[src/verilog/dfs_status_params.svh]
// Offsets, field positions, reset values and the uncorrectable count maximum of the status readback bank.
// Assumes inclusion by bare name from the package and the bank module.
`ifndef DFS_STATUS_PARAMS_SVH
`define DFS_STATUS_PARAMS_SVH

// ----------------------------------------------------------------------
// Register indices (byte address is four times the index)
// ----------------------------------------------------------------------
`define DFS_IDX_NARROWBAND_GAIN 5'h00
`define DFS_IDX_SYMBOL_FREQ_HI 5'h01
`define DFS_IDX_SYMBOL_FREQ_MID 5'h02
`define DFS_IDX_SYMBOL_FREQ_LO 5'h03
`define DFS_IDX_CARRIER_FREQ_HI 5'h04
`define DFS_IDX_CARRIER_FREQ_MID 5'h05
`define DFS_IDX_CARRIER_FREQ_LO 5'h06
`define DFS_IDX_PHASE_LOCK 5'h07
`define DFS_IDX_WIDEBAND_GAIN 5'h08
`define DFS_IDX_SWEEP_HI 5'h09
`define DFS_IDX_SWEEP_LO 5'h0a
`define DFS_IDX_INPHASE 5'h0b
`define DFS_IDX_QUADRATURE 5'h0c
`define DFS_IDX_NOISE 5'h0d
`define DFS_IDX_BIT_ERR_HI 5'h0e
`define DFS_IDX_BIT_ERR_LO 5'h0f
`define DFS_IDX_COUNTER_CLEAR 5'h10
`define DFS_IDX_GAP_LAST 5'h15
`define DFS_IDX_QUALITY_HI 5'h16
`define DFS_IDX_QUALITY_MID 5'h17
`define DFS_IDX_QUALITY_LO 5'h18
`define DFS_IDX_CODE_RATE 5'h19
`define DFS_IDX_BLOCK_ERR 5'h1a
`define DFS_IDX_SYNC_FLAGS 5'h1b
`define DFS_IDX_TOTAL_ERR_HI 5'h1c
`define DFS_IDX_TOTAL_ERR_LO 5'h1d
`define DFS_IDX_UNCORR 5'h1e
`define DFS_IDX_DEVICE_ID 5'h1f

// ----------------------------------------------------------------------
// Address field positions
// ----------------------------------------------------------------------
`define DFS_ADDR_IDX_MSB 6
`define DFS_ADDR_IDX_LSB 2

// ----------------------------------------------------------------------
// Reset values and the uncorrectable count maximum
// ----------------------------------------------------------------------
`define DFS_RST_BYTE 8'h00
`define DFS_RST_NIBBLE 4'h0
`define DFS_RST_TOTAL 16'h0000
`define DFS_RST_TUNED 20'h00000
`define DFS_RST_WORD 32'h00000000
`define DFS_UNCORR_MAX 8'hff

`endif

[src/verilog/dfs_status_pkg.sv]
// Types shared by the status readback bank and its surroundings.
// Assumes the params header is on the include path.
package dfs_status_pkg;
`include "dfs_status_params.svh"

   // Levels presented continuously by the receiver datapaths
   typedef struct packed {
      logic [5:0] narrowband_gain;
      logic [19:0] symbol_freq;
      logic [19:0] carrier_freq;
      logic phase_lock;
      logic [7:0] wideband_gain;
      logic [15:0] sweep_freq;
      logic [7:0] noise_power;
      logic [15:0] bit_errors;
      logic [23:0] signal_quality;
      logic [2:0] code_rate;
      logic pi2_resolved;
      logic pi_resolved;
      logic byte_sync;
      logic frame_sync;
      logic node_sync;
   } dfs_status_type;

   // One-cycle events from the filter and the block decoder
   typedef struct packed {
      logic symbol_tick;
      logic [7:0] inphase;
      logic [7:0] quadrature;
      logic block_done;
      logic [3:0] block_errors;
      logic uncorrectable;
   } dfs_event_type;
endpackage
[src/verilog/dfs_status_bank.sv]
// Status and monitor bank of the demodulator and decoder, on APB; read-only apart from the counter clear.
// Assumes status levels and event pulses synchronous to pclk.
`timescale 1ns/10ps
`include "dfs_status_params.svh"

module dfs_status_bank
   import dfs_status_pkg::*;
#(
   parameter int ADDR_WIDTH = 8,
   // Arbitrary identification value
   parameter logic [7:0] DEVICE_ID = 8'h5a
) (
   // Clock and reset
   input wire logic pclk,
   input wire logic presetn,
   // APB slave
   input wire logic psel,
   input wire logic penable,
   input wire logic pwrite,
   input wire logic [ADDR_WIDTH-1:0] paddr,
   input wire logic [31:0] pwdata,
   output logic [31:0] prdata,
   output logic pready,
   output logic pslverr,
   // Receiver status and events
   input wire dfs_status_type status,
   input wire dfs_event_type events,
   input wire logic [19:0] nominal_start_freq,
   // Derived results
   output logic [19:0] tuned_freq
);

   // ----------------------------------------------------------------------
   // Bus decode
   // ----------------------------------------------------------------------
   wire logic [4:0] reg_index;
   wire logic addr_in_range;
   wire logic index_mapped;
   wire logic access_wait;
   wire logic access_done;
   wire logic clear_strobe;
   wire logic [7:0] read_value;
   wire logic next_pslverr;

   assign reg_index = paddr[`DFS_ADDR_IDX_MSB:`DFS_ADDR_IDX_LSB];
   // Any address bit outside the index field must be zero
   assign addr_in_range = (paddr[1:0] == 2'h0) &&
                          ((paddr >> (`DFS_ADDR_IDX_MSB + 1)) == '0);
   assign index_mapped = addr_in_range &&
                         !((reg_index >= `DFS_IDX_COUNTER_CLEAR) &&
                           (reg_index <= `DFS_IDX_GAP_LAST));
   assign access_wait = psel && penable && !pready;
   assign access_done = psel && penable && pready;
   // Whatever value is written, the strobe fires at the completing edge
   assign clear_strobe = access_done && pwrite && addr_in_range &&
                         (reg_index == `DFS_IDX_COUNTER_CLEAR);
   // Writes to read-only locations and unmapped reads are refused
   assign next_pslverr = pwrite ?
                         !(addr_in_range && (reg_index == `DFS_IDX_COUNTER_CLEAR)) :
                         !index_mapped;

   // ----------------------------------------------------------------------
   // Captured values and counters
   // ----------------------------------------------------------------------
   logic [7:0] inphase;
   logic [7:0] quadrature;
   logic [3:0] block_errors;
   logic [15:0] total_errors;
   logic [7:0] uncorr_count;
   wire logic [15:0] next_total_errors;
   wire logic [7:0] next_uncorr_count;
   wire logic [15:0] block_add;
   wire logic [7:0] uncorr_add;

   assign block_add = events.block_done ? {12'h000, events.block_errors} : 16'h0000;
   assign uncorr_add = events.uncorrectable ? 8'h01 : 8'h00;
   // A block finishing in the clearing cycle is counted, not lost
   assign next_total_errors = clear_strobe ? block_add :
                              16'(total_errors + block_add);
   // Eight-bit sum rolls from the maximum back to zero
   assign next_uncorr_count = clear_strobe ? uncorr_add :
                              8'(uncorr_count + uncorr_add);

   always_ff @(posedge pclk or negedge presetn) begin
      if (!presetn) begin
         inphase <= `DFS_RST_BYTE;
         quadrature <= `DFS_RST_BYTE;
      end else if (events.symbol_tick) begin
         inphase <= events.inphase;
         quadrature <= events.quadrature;
      end
   end

   always_ff @(posedge pclk or negedge presetn) begin
      if (!presetn) begin
         block_errors <= `DFS_RST_NIBBLE;
      end else if (events.block_done) begin
         block_errors <= events.block_errors;
      end
   end

   // Counters move only on events and the clear; reads never touch them
   always_ff @(posedge pclk or negedge presetn) begin
      if (!presetn) begin
         total_errors <= `DFS_RST_TOTAL;
         uncorr_count <= `DFS_RST_BYTE;
      end else begin
         total_errors <= next_total_errors;
         uncorr_count <= next_uncorr_count;
      end
   end

   // Sum is kept modulo the accumulator width; the sweep sits at the low end
   always_ff @(posedge pclk or negedge presetn) begin
      if (!presetn) begin
         tuned_freq <= `DFS_RST_TUNED;
      end else begin
         tuned_freq <= 20'(status.carrier_freq + {4'h0, status.sweep_freq} +
                           nominal_start_freq);
      end
   end

   // ----------------------------------------------------------------------
   // Read selection
   // ----------------------------------------------------------------------
   function automatic logic [7:0] select_byte(input logic [4:0] index);
      logic [7:0] value;
      value = 8'h00;
      unique case (index)
         `DFS_IDX_NARROWBAND_GAIN: value = {2'h0, status.narrowband_gain};
         `DFS_IDX_SYMBOL_FREQ_HI: value = status.symbol_freq[19:12];
         `DFS_IDX_SYMBOL_FREQ_MID: value = status.symbol_freq[11:4];
         `DFS_IDX_SYMBOL_FREQ_LO: value = {status.symbol_freq[3:0], 4'h0};
         `DFS_IDX_CARRIER_FREQ_HI: value = status.carrier_freq[19:12];
         `DFS_IDX_CARRIER_FREQ_MID: value = status.carrier_freq[11:4];
         `DFS_IDX_CARRIER_FREQ_LO: value = {status.carrier_freq[3:0], 4'h0};
         `DFS_IDX_PHASE_LOCK: value = {7'h00, status.phase_lock};
         // Meaningful only while the wideband loop runs in its first mode
         `DFS_IDX_WIDEBAND_GAIN: value = status.wideband_gain;
         `DFS_IDX_SWEEP_HI: value = status.sweep_freq[15:8];
         `DFS_IDX_SWEEP_LO: value = status.sweep_freq[7:0];
         `DFS_IDX_INPHASE: value = inphase;
         `DFS_IDX_QUADRATURE: value = quadrature;
         // Trustworthy only after phase lock; quieter with gain loop paused
         `DFS_IDX_NOISE: value = status.noise_power;
         `DFS_IDX_BIT_ERR_HI: value = status.bit_errors[15:8];
         `DFS_IDX_BIT_ERR_LO: value = status.bit_errors[7:0];
         `DFS_IDX_QUALITY_HI: value = status.signal_quality[23:16];
         `DFS_IDX_QUALITY_MID: value = status.signal_quality[15:8];
         `DFS_IDX_QUALITY_LO: value = status.signal_quality[7:0];
         `DFS_IDX_CODE_RATE: value = {5'h00, status.code_rate};
         `DFS_IDX_BLOCK_ERR: value = {4'h0, block_errors};
         `DFS_IDX_SYNC_FLAGS: value = {3'h0, status.pi2_resolved,
                                      status.pi_resolved,
                                      status.byte_sync, status.frame_sync,
                                      status.node_sync};
         `DFS_IDX_TOTAL_ERR_HI: value = total_errors[15:8];
         `DFS_IDX_TOTAL_ERR_LO: value = total_errors[7:0];
         `DFS_IDX_UNCORR: value = uncorr_count;
         `DFS_IDX_DEVICE_ID: value = DEVICE_ID;
         default: value = 8'h00;
      endcase
      return value;
   endfunction

   assign read_value = index_mapped ? select_byte(reg_index) : 8'h00;

   // ----------------------------------------------------------------------
   // Bus answer
   // ----------------------------------------------------------------------
   // One wait state keeps every bus output a flop, at the cost of latency
   always_ff @(posedge pclk or negedge presetn) begin
      if (!presetn) begin
         pready <= 1'b0;
         pslverr <= 1'b0;
         prdata <= `DFS_RST_WORD;
      end else begin
         pready <= access_wait;
         pslverr <= access_wait && next_pslverr;
         if (access_wait && !pwrite) begin
            prdata <= {24'h000000, read_value};
         end
      end
   end
endmodule

[config.mk]
export PLATFORM = sky130hd
export DESIGN_NAME = dfs_status_bank
export DESIGN_NICKNAME = d
export VERILOG_FILES = /design/src/verilog/dfs_status_pkg.sv /design/src/verilog/dfs_status_bank.sv
export VERILOG_INCLUDE_DIRS = /design/src /design/src/verilog
export SDC_FILE = /design/constraint.sdc
export NUM_CORES = 1
export LEC_CHECK = 0
export BUFFER_PORTS_ARGS = -buffer_cell sky130_fd_sc_hd__buf_4
export CORE_ASPECT_RATIO = 0.8
export CORE_MARGIN = 3
export CORE_UTILIZATION = 49
export DETAILED_ROUTE_END_ITERATION = 8
export PLACE_DENSITY = 0.83
export SLEW_MARGIN = 20
export SYNTH_ARGS = -nofsm -noshare
export SYNTH_HDL_FRONTEND = slang
export SYNTH_SLANG_ARGS = --single-unit
[constraint.sdc]
create_clock -name pclk -period 2.22 [get_ports pclk]
set_clock_uncertainty 0.15 [all_clocks]
set_input_delay 0.333 -clock pclk [delete_from_list [all_inputs] [get_ports pclk]]
set_output_delay 0.333 -clock pclk [all_outputs]
set_load 0.1 [all_outputs]
==> results of run 1 <==
==> worst paths after layout <==
check / endpoint / depth (start not counted) / slack [ns] / from
setup reg to reg: total_errors[9] / 9 / 0.13 / total_errors[1]
min in group asynchronous: tuned_freq[0] / 2 / 0.36 / presetn
setup / recovery: tuned_freq[19] / 10 / -0.43 / status[57]
hold / removal: block_errors[0] / 2 / 0.05 / events[5]
hold reg to reg: pready / 1 / 0.33 / pready
max in group asynchronous: total_errors[14] / 3 / 0.95 / presetn
==> cells in the mapped netlist (8+ instances only) <==
library cell | instances | share of area (%)
fa_1 | 18 | 6.0
xnor2_1 | 24 | 3.5
nor2_1 | 42 | 2.6
a22oi_1 | 16 | 2.0
a21oi_1 | 27 | 2.3
dfrtp_1 | 74 | 31
inv_1 | 16 | 1.0
nor2b_1 | 12 | 1.3
mux2i_1 | 16 | 2.7
a22o_1 | 9 | 1.3
ha_1 | 27 | 5.6
mux2_2 | 26 | 4.9
a31oi_1 | 9 | 0.94
nand3_1 | 19 | 1.6
and3_1 | 8 | 0.84
xor2_1 | 14 | 2.1
buf_4 | 29 | 3.6
nand2_1 | 56 | 3.5
o21ai_0 | 23 | 1.9
buf_2 | 16 | 1.3
nor3_1 | 14 | 1.2
==> registers in the layout, summed over array words and instances, names as in the netlist <==
| name | cells |
|---|---|
| tuned_freq | 20 |
| total_errors | 16 |
| inphase | 8 |
| prdata | 8 |
| quadrature | 8 |
| uncorr_count | 8 |
| block_errors | 4 |
| pready | 1 |
| pslverr | 1 |
==> through the flow <==
step,cells,setup TNS [ns]
after floorplan,653,-3.34
after global placement,1076,-6.90
after detailed placement,1076,-7.28
after CTS,1094,-2.56
after global routing,1095,-3.77
final,1095,-2.95
==> timing repair <==
item,4_1_cts,5_1_grt
hold endpoints to repair,31,0
setup endpoints to repair,10,15
pin swaps,8,12
buffers inserted,2,3
hold buffers,1,0
gates resized for setup,4,6
==> cell families after synthesis <==
group                      after synthesis
DFF                                     74
muxes                                   44
other                                    1
xor gates and xnor gates                38
and+or+nand+nor                        202
AOI/OAI and AO/OA                      154
buffers and inverters                   72
adders and majority gates               45
==> metal layers <==
layer  global-route usage, %  vias to the layer above  wire length [um]
li1                        -                     2899                 -
met1                    47.7                     3149              9560
met2                    54.3                      417             11000
met3                    8.84                       67              2740
met4                    10.3                        0               693
met5                       0                        -                 0
==> area by class of cell <==
class                      instances  area [sq um]  area share, %
multi-input combinational        507          3840           43.6
timing repair buffer             335          2590           29.3
sequential                        74          1850           21.0
clock buffer                       9           225           2.55
tap                              148           185           2.10
clock inverter                     6          67.6          0.766
inverter                          16          60.1          0.681
==> power groups by stage <==
stage / Sequential [mW] / Combinational [mW] / Clock, mW
floorplan: 3.10 / 1.36 / 0
global placement: 2.00 / 3.72 / 0
detailed placement: 2.02 / 3.79 / 0
CTS: 2.00 / 3.82 / 1.48
global route: 2.04 / 4.08 / 1.54
finish: 2.01 / 3.88 / 1.46
==> summary.txt, run 1 <==
Final total power: 7.36 mW
Clock power share: 19.9%
Port bufs: 212
Violated checks: setup timing
Worst hold slack: 0.0494 ns
Final WL: 24,000 um
Max Cap Violations: 0
Post-Synth Adder-Cell Area: 11.7%
Slew Limit Fails: 0
Crit Path Max Fanout: 3
Final setup margin: -0.430 ns
CTS sink count: 74
Number of CTS-inserted buffers: 9
Rel. slew slack: 56.3%
Total Routing Usage GR: 34.8%
Synth Flop Type: dfrtp_1
Actual slew at the worst max-slew pin: 0.647 ns
Ys async rst share: 100%
Logic pwr share: 52.7%
Path type of the worst min-delay path: primary input to register
DP Worst Slack: -0.848 ns
Ports: 269
Clock Latency Late Sink: 0.34 ns
Synth Area in XOR/XNOR: 5.57%
Die area: 13,600 sq um
Post-Synth Simple-Gate Area: 17.5%
Detailed placer's ending HPWL: 19,800 um
CP delay by family, top: adder cells
Fin crit share: 119%
Static Leakage: 4.19 nW
Crit path required time: 2.34 ns
Longest Clk Path Bufs: 2
Worst path bufs/invs: 1
Cell Pwr Density: 834 nW/um^2
Post-Layout Inst Area: 8820 sq um
Worst path arrival time: 2.77 ns
Warnings from Yosys: 0
Antenna violations before repair: 0
Mux cell area share after synthesis: 8.33%
Die W: 130 um
Starting Density: 50.9%
Die H: 105 um
Nets: 1,203
Crit Path Class: primary input to register
Reg clk slew, reported paths: 0.06 ns
Drt first pass iters: 6
Complex-gate fraction of the synthesized area: 18.8%
Part of the power in registers: 27.4%
Internal power: 3.92 mW
Largest net degree at the start of global routing: 44
Routed vias: 6,532
Gr ovfl total: 0
CTS root buf: clkbuf_16
First-pass GRT wire length: 35,800 um
Vias in the first global route: 6,522
Share of cells above drive strength 1: 42.9%
Mean post-synth cell area: 9.49 sq um
# rows: 35
Commonest non-fill, non-tap cell in the layout: buf_4
Main combinational cell family by area after synthesis: compound AO/OA/AOI/OAI gates
Slowest stage delay, CP: 0.48 ns
Final setup vio count: 10
Final min period: 2.65 ns
Syn Inst Count: 630
Leading cell types in the layout, fill and taps excluded: buf_4 (327), dfrtp_1 (73), nand2_1 (56)
DRC: 0
Routability cong.: 1.01
Area after DPL: 8460 sq um
Post-synth EDFFs: 0
Post-synthesis sequential area ratio: 31.0%
Flops & latches, synth: 74
Fin util: 75.2%
Iter 0 DRT Violations: 710
Worst-path cell chain: buf_6, fa_1, ha_2, fa_2, a211oi_2, o211ai_1, a2111oi_2, nor2_2, a41oi_2, xnor2_1
Diode count: 0
RSZ-0062 raised after global routing: true
CTS tree: built
Switching share of power: 46.7%
Fmax: 0.377 GHz
Antenna Nets Post-Route: 0
Post-synthesis cell area: 5980 sq um
Worst Setup End Kind: register
Psw: 3.43 mW
Worst setup SP type: primary input
Core ar.: 11,700 sq um
WL per Instance: 21.9 um
Synth unique cells: 74
VDD IR max: 0.00108 V
Endpoints failing hold: 0
Max stage delay cell, worst path: fa_1
Outcome: complete, but fails checks
Layout fillers: 842
Vias per inst: 5.97
Depth of the CTS H-tree: 3
Area grow syn2layout: 47.5%
Note: power is estimated with default switching activity, not from simulation.
==> run 2, diff against run 1 <==
--- a/config.mk
+++ b/config.mk
@@ -13,4 +13,5 @@
 export DETAILED_ROUTE_END_ITERATION = 8
 export PLACE_DENSITY = 0.83
+export SKIP_LAST_GASP = 1
 export SLEW_MARGIN = 20
 export SYNTH_ARGS = -nofsm -noshare
==> constraint.sdc (replaced) <==
create_clock -name pclk -period 2.22 [get_ports pclk]
set_clock_uncertainty 0.15 [all_clocks]
set_input_delay 0.444 -clock pclk [delete_from_list [all_inputs] [get_ports pclk]]
set_output_delay 0.444 -clock pclk [all_outputs]
set_load 0.1 [all_outputs]
==> run 2 against run 1 <==
  * The run still ends with setup timing left
  * Non-clock buffer count up 22
  * Setup slack got worse by 0.14 ns
  * Global-route usage hardly changed
  * Clock power shrank 3%
  * Via count rose by 0.84%
  * First-iteration DRC count down 9.6%
  * Critical path depth did not move
  * Worst hold slack gained 0.13 ns
  * Critical path type unchanged
==> summary.txt, run 2 (synthesized netlist as in run 1, its figures left out) <==
Outcome: complete, but fails checks (unchanged)
Violated checks: setup timing (unchanged)
Iter 0 DRT Violations: 642 (was 710)
Switching share of power: 47.4% (was 46.7%)
Final min period: 2.79 ns (was 2.65 ns)
Area grow syn2layout: 50.3% (was 47.5%)
WL per Instance: 21.6 um (was 21.9 um)
Number of CTS-inserted buffers: 9 (unchanged)
Internal power: 3.86 mW (was 3.92 mW)
Worst R2R Setup Slack: 0.14 ns (was 0.13 ns)
Fin util: 76.6% (was 75.2%)
Commonest non-fill, non-tap cell in the layout: buf_4 (unchanged)
Final total power: 7.34 mW (was 7.36 mW)
Layout fillers: 872 (was 842)
Worst Setup End Kind: register (unchanged)
Clock Latency Late Sink: 0.35 ns (was 0.34 ns)
Clock power share: 19.2% (was 19.9%)
Detailed placer's ending HPWL: 19,600 um (was 19,800 um)
Cell Pwr Density: 816 nW/um^2 (was 834 nW/um^2)
Depth of the CTS H-tree: 3 (unchanged)
Largest registers: tuned_freq (20), total_errors (16) (unchanged)
Part of the power in registers: 27.3% (was 27.4%)
Final setup vio count: 12 (was 10)
Worst setup SP type: primary input (unchanged)
Largest net degree at the start of global routing: 45 (was 44)
Worst path arrival time: 2.91 ns (was 2.77 ns)
Core ar.: 11,700 sq um (unchanged)
Layout Cells excl Fill: 1,118 (was 1,095)
Port bufs: 212 (unchanged)
CTS tree: built (unchanged)
Fmax: 0.358 GHz (was 0.377 GHz)
Longest Clk Path Bufs: 2 (unchanged)
Nets: 1,225 (was 1,203)
Max Cap Violations: 0 (unchanged)
Vias in the first global route: 6,532 (was 6,522)
Logic pwr share: 53.5% (was 52.7%)
Slew Limit Fails: 0 (unchanged)
Die area: 13,600 sq um (unchanged)
Max FFs per register: 20 (unchanged)
Actual slew at the worst max-slew pin: 0.557 ns (was 0.647 ns)
# rows: 35 (unchanged)
Static Leakage: 4.29 nW (was 4.19 nW)
CTS root buf: clkbuf_16 (unchanged)
CTS sink count: 74 (unchanged)
Final setup margin: -0.573 ns (was -0.430 ns)
Fin crit share: 126% (was 119%)
Endpoints failing hold: 0 (unchanged)
RSZ-0062 raised after global routing: true (unchanged)
TNS Setup: -4.27 ns (was -2.95 ns)
Share of cells above drive strength 1: 44.7% (was 42.9%)
Path type of the worst min-delay path: primary input to register (unchanged)
Rel. slew slack: 62.7% (was 56.3%)
Crit path required time: 2.34 ns (about the same)
Diode count: 0 (unchanged)
Die W: 130 um (unchanged)
Antenna violations before repair: 0 (unchanged)
Routability cong.: 1.02 (was 1.01)
Reg clk slew, reported paths: 0.07 ns (was 0.06 ns)
DP Cell Count: 1,095 (was 1,076)
Gr ovfl total: 0 (unchanged)
Psw: 3.48 mW (was 3.43 mW)
Leading cell types in the layout, fill and taps excluded: buf_4 (349), dfrtp_1 (73), nand2_1 (56) (was buf_4 (327), dfrtp_1 (73), nand2_1 (56))
Die H: 105 um (unchanged)
Routed vias: 6,587 (was 6,532)
Antenna Nets Post-Route: 0 (unchanged)
Total Routing Usage GR: 34.8% (about the same)
Drt first pass iters: 5 (was 6)
Vias per inst: 5.89 (was 5.97)
First-pass GRT wire length: 35,800 um (about the same)
Final WL: 24,200 um (was 24,000 um)
Crit Path Class: primary input to register (unchanged)
Ports: 269 (unchanged)
VDD IR max: 0.00107 V (was 0.00108 V)
Crit Path Max Fanout: 3 (unchanged)
Biggest register: tuned_freq (unchanged)
Starting Density: 50.9% (unchanged)
DRC: 0 (unchanged)
run 2: worst max-delay path, cell delays in order:
cell and delay [ns]:
buf_6 0.10, fa_1 0.48, ha_2 0.21, fa_2 0.35
a211oi_2 0.24, o211ai_1 0.21, a2111oi_2 0.39, nor2_2 0.13
a41oi_2 0.21, xnor2_1 0.13
run 2: power by group through the flow:
stage,Combinational (mW),Clock [mW],Sequential [mW]
after detailed placement,3.78,0,2.01
final,3.93,1.41,2.00
after global placement,3.70,0,1.99
after floorplan,1.37,0,3.10
after global routing,4.14,1.48,2.03
after CTS,3.86,1.42,1.99
run 2: cell type report:
type	count	area, sq um	area share [%]
Tap cell	148	185	2.06
Inverter	16	60.1	0.668
Multi-Input combinational cell	507	3880	43.2
Timing Repair Buffer	357	2730	30.4
Sequential cell	74	1850	20.6
Clock buffer	10	229	2.55
Clock inverter	6	50.0	0.557
run 2: timing repair:
action | in CTS | in global routing
resized for setup | 12 | 7
endpoints found under the setup margin | 11 | 18
hold buffers | 1 | 0
hold endpoints to repair | 30 | 0
pin swaps | 13 | 13
buffers inserted | 5 | 4
run 2: final timing paths:
check	from	end	cells past startpoint
setup / recovery	status[57]	tuned_freq[19]	10
hold / removal	events[11]	quadrature[5]	2
setup reg to reg	total_errors[0]	total_errors[8]	9
hold reg to reg	pready	pready	1
max in group asynchronous	presetn	uncorr_count[6]	3
min in group asynchronous	presetn	tuned_freq[0]	2
run 2: metal layers:
| metal | share of wire, % | global-route usage (%) | wire length (um) |
|---|---|---|---|
| met5 | 0 | 0 | 0 |
| met4 | 3.0 | 10.7 | 723 |
| met3 | 11 | 10.3 | 2610 |
| met2 | 46 | 54.8 | 11200 |
| met1 | 40 | 46.3 | 9670 |
run 2: stage by stage:
stage,setup WS [ns],instance area [sq um],hold slack (ns)
3_3_place_gp,-0.912,8570,0.264
3_5_place_dp,-1.01,8570,0.272
2_1_floorplan,-0.647,6100,-0.00159
6_report,-0.573,8990,0.180
4_1_cts,-0.543,8940,0.172
5_1_grt,-0.670,8990,0.180
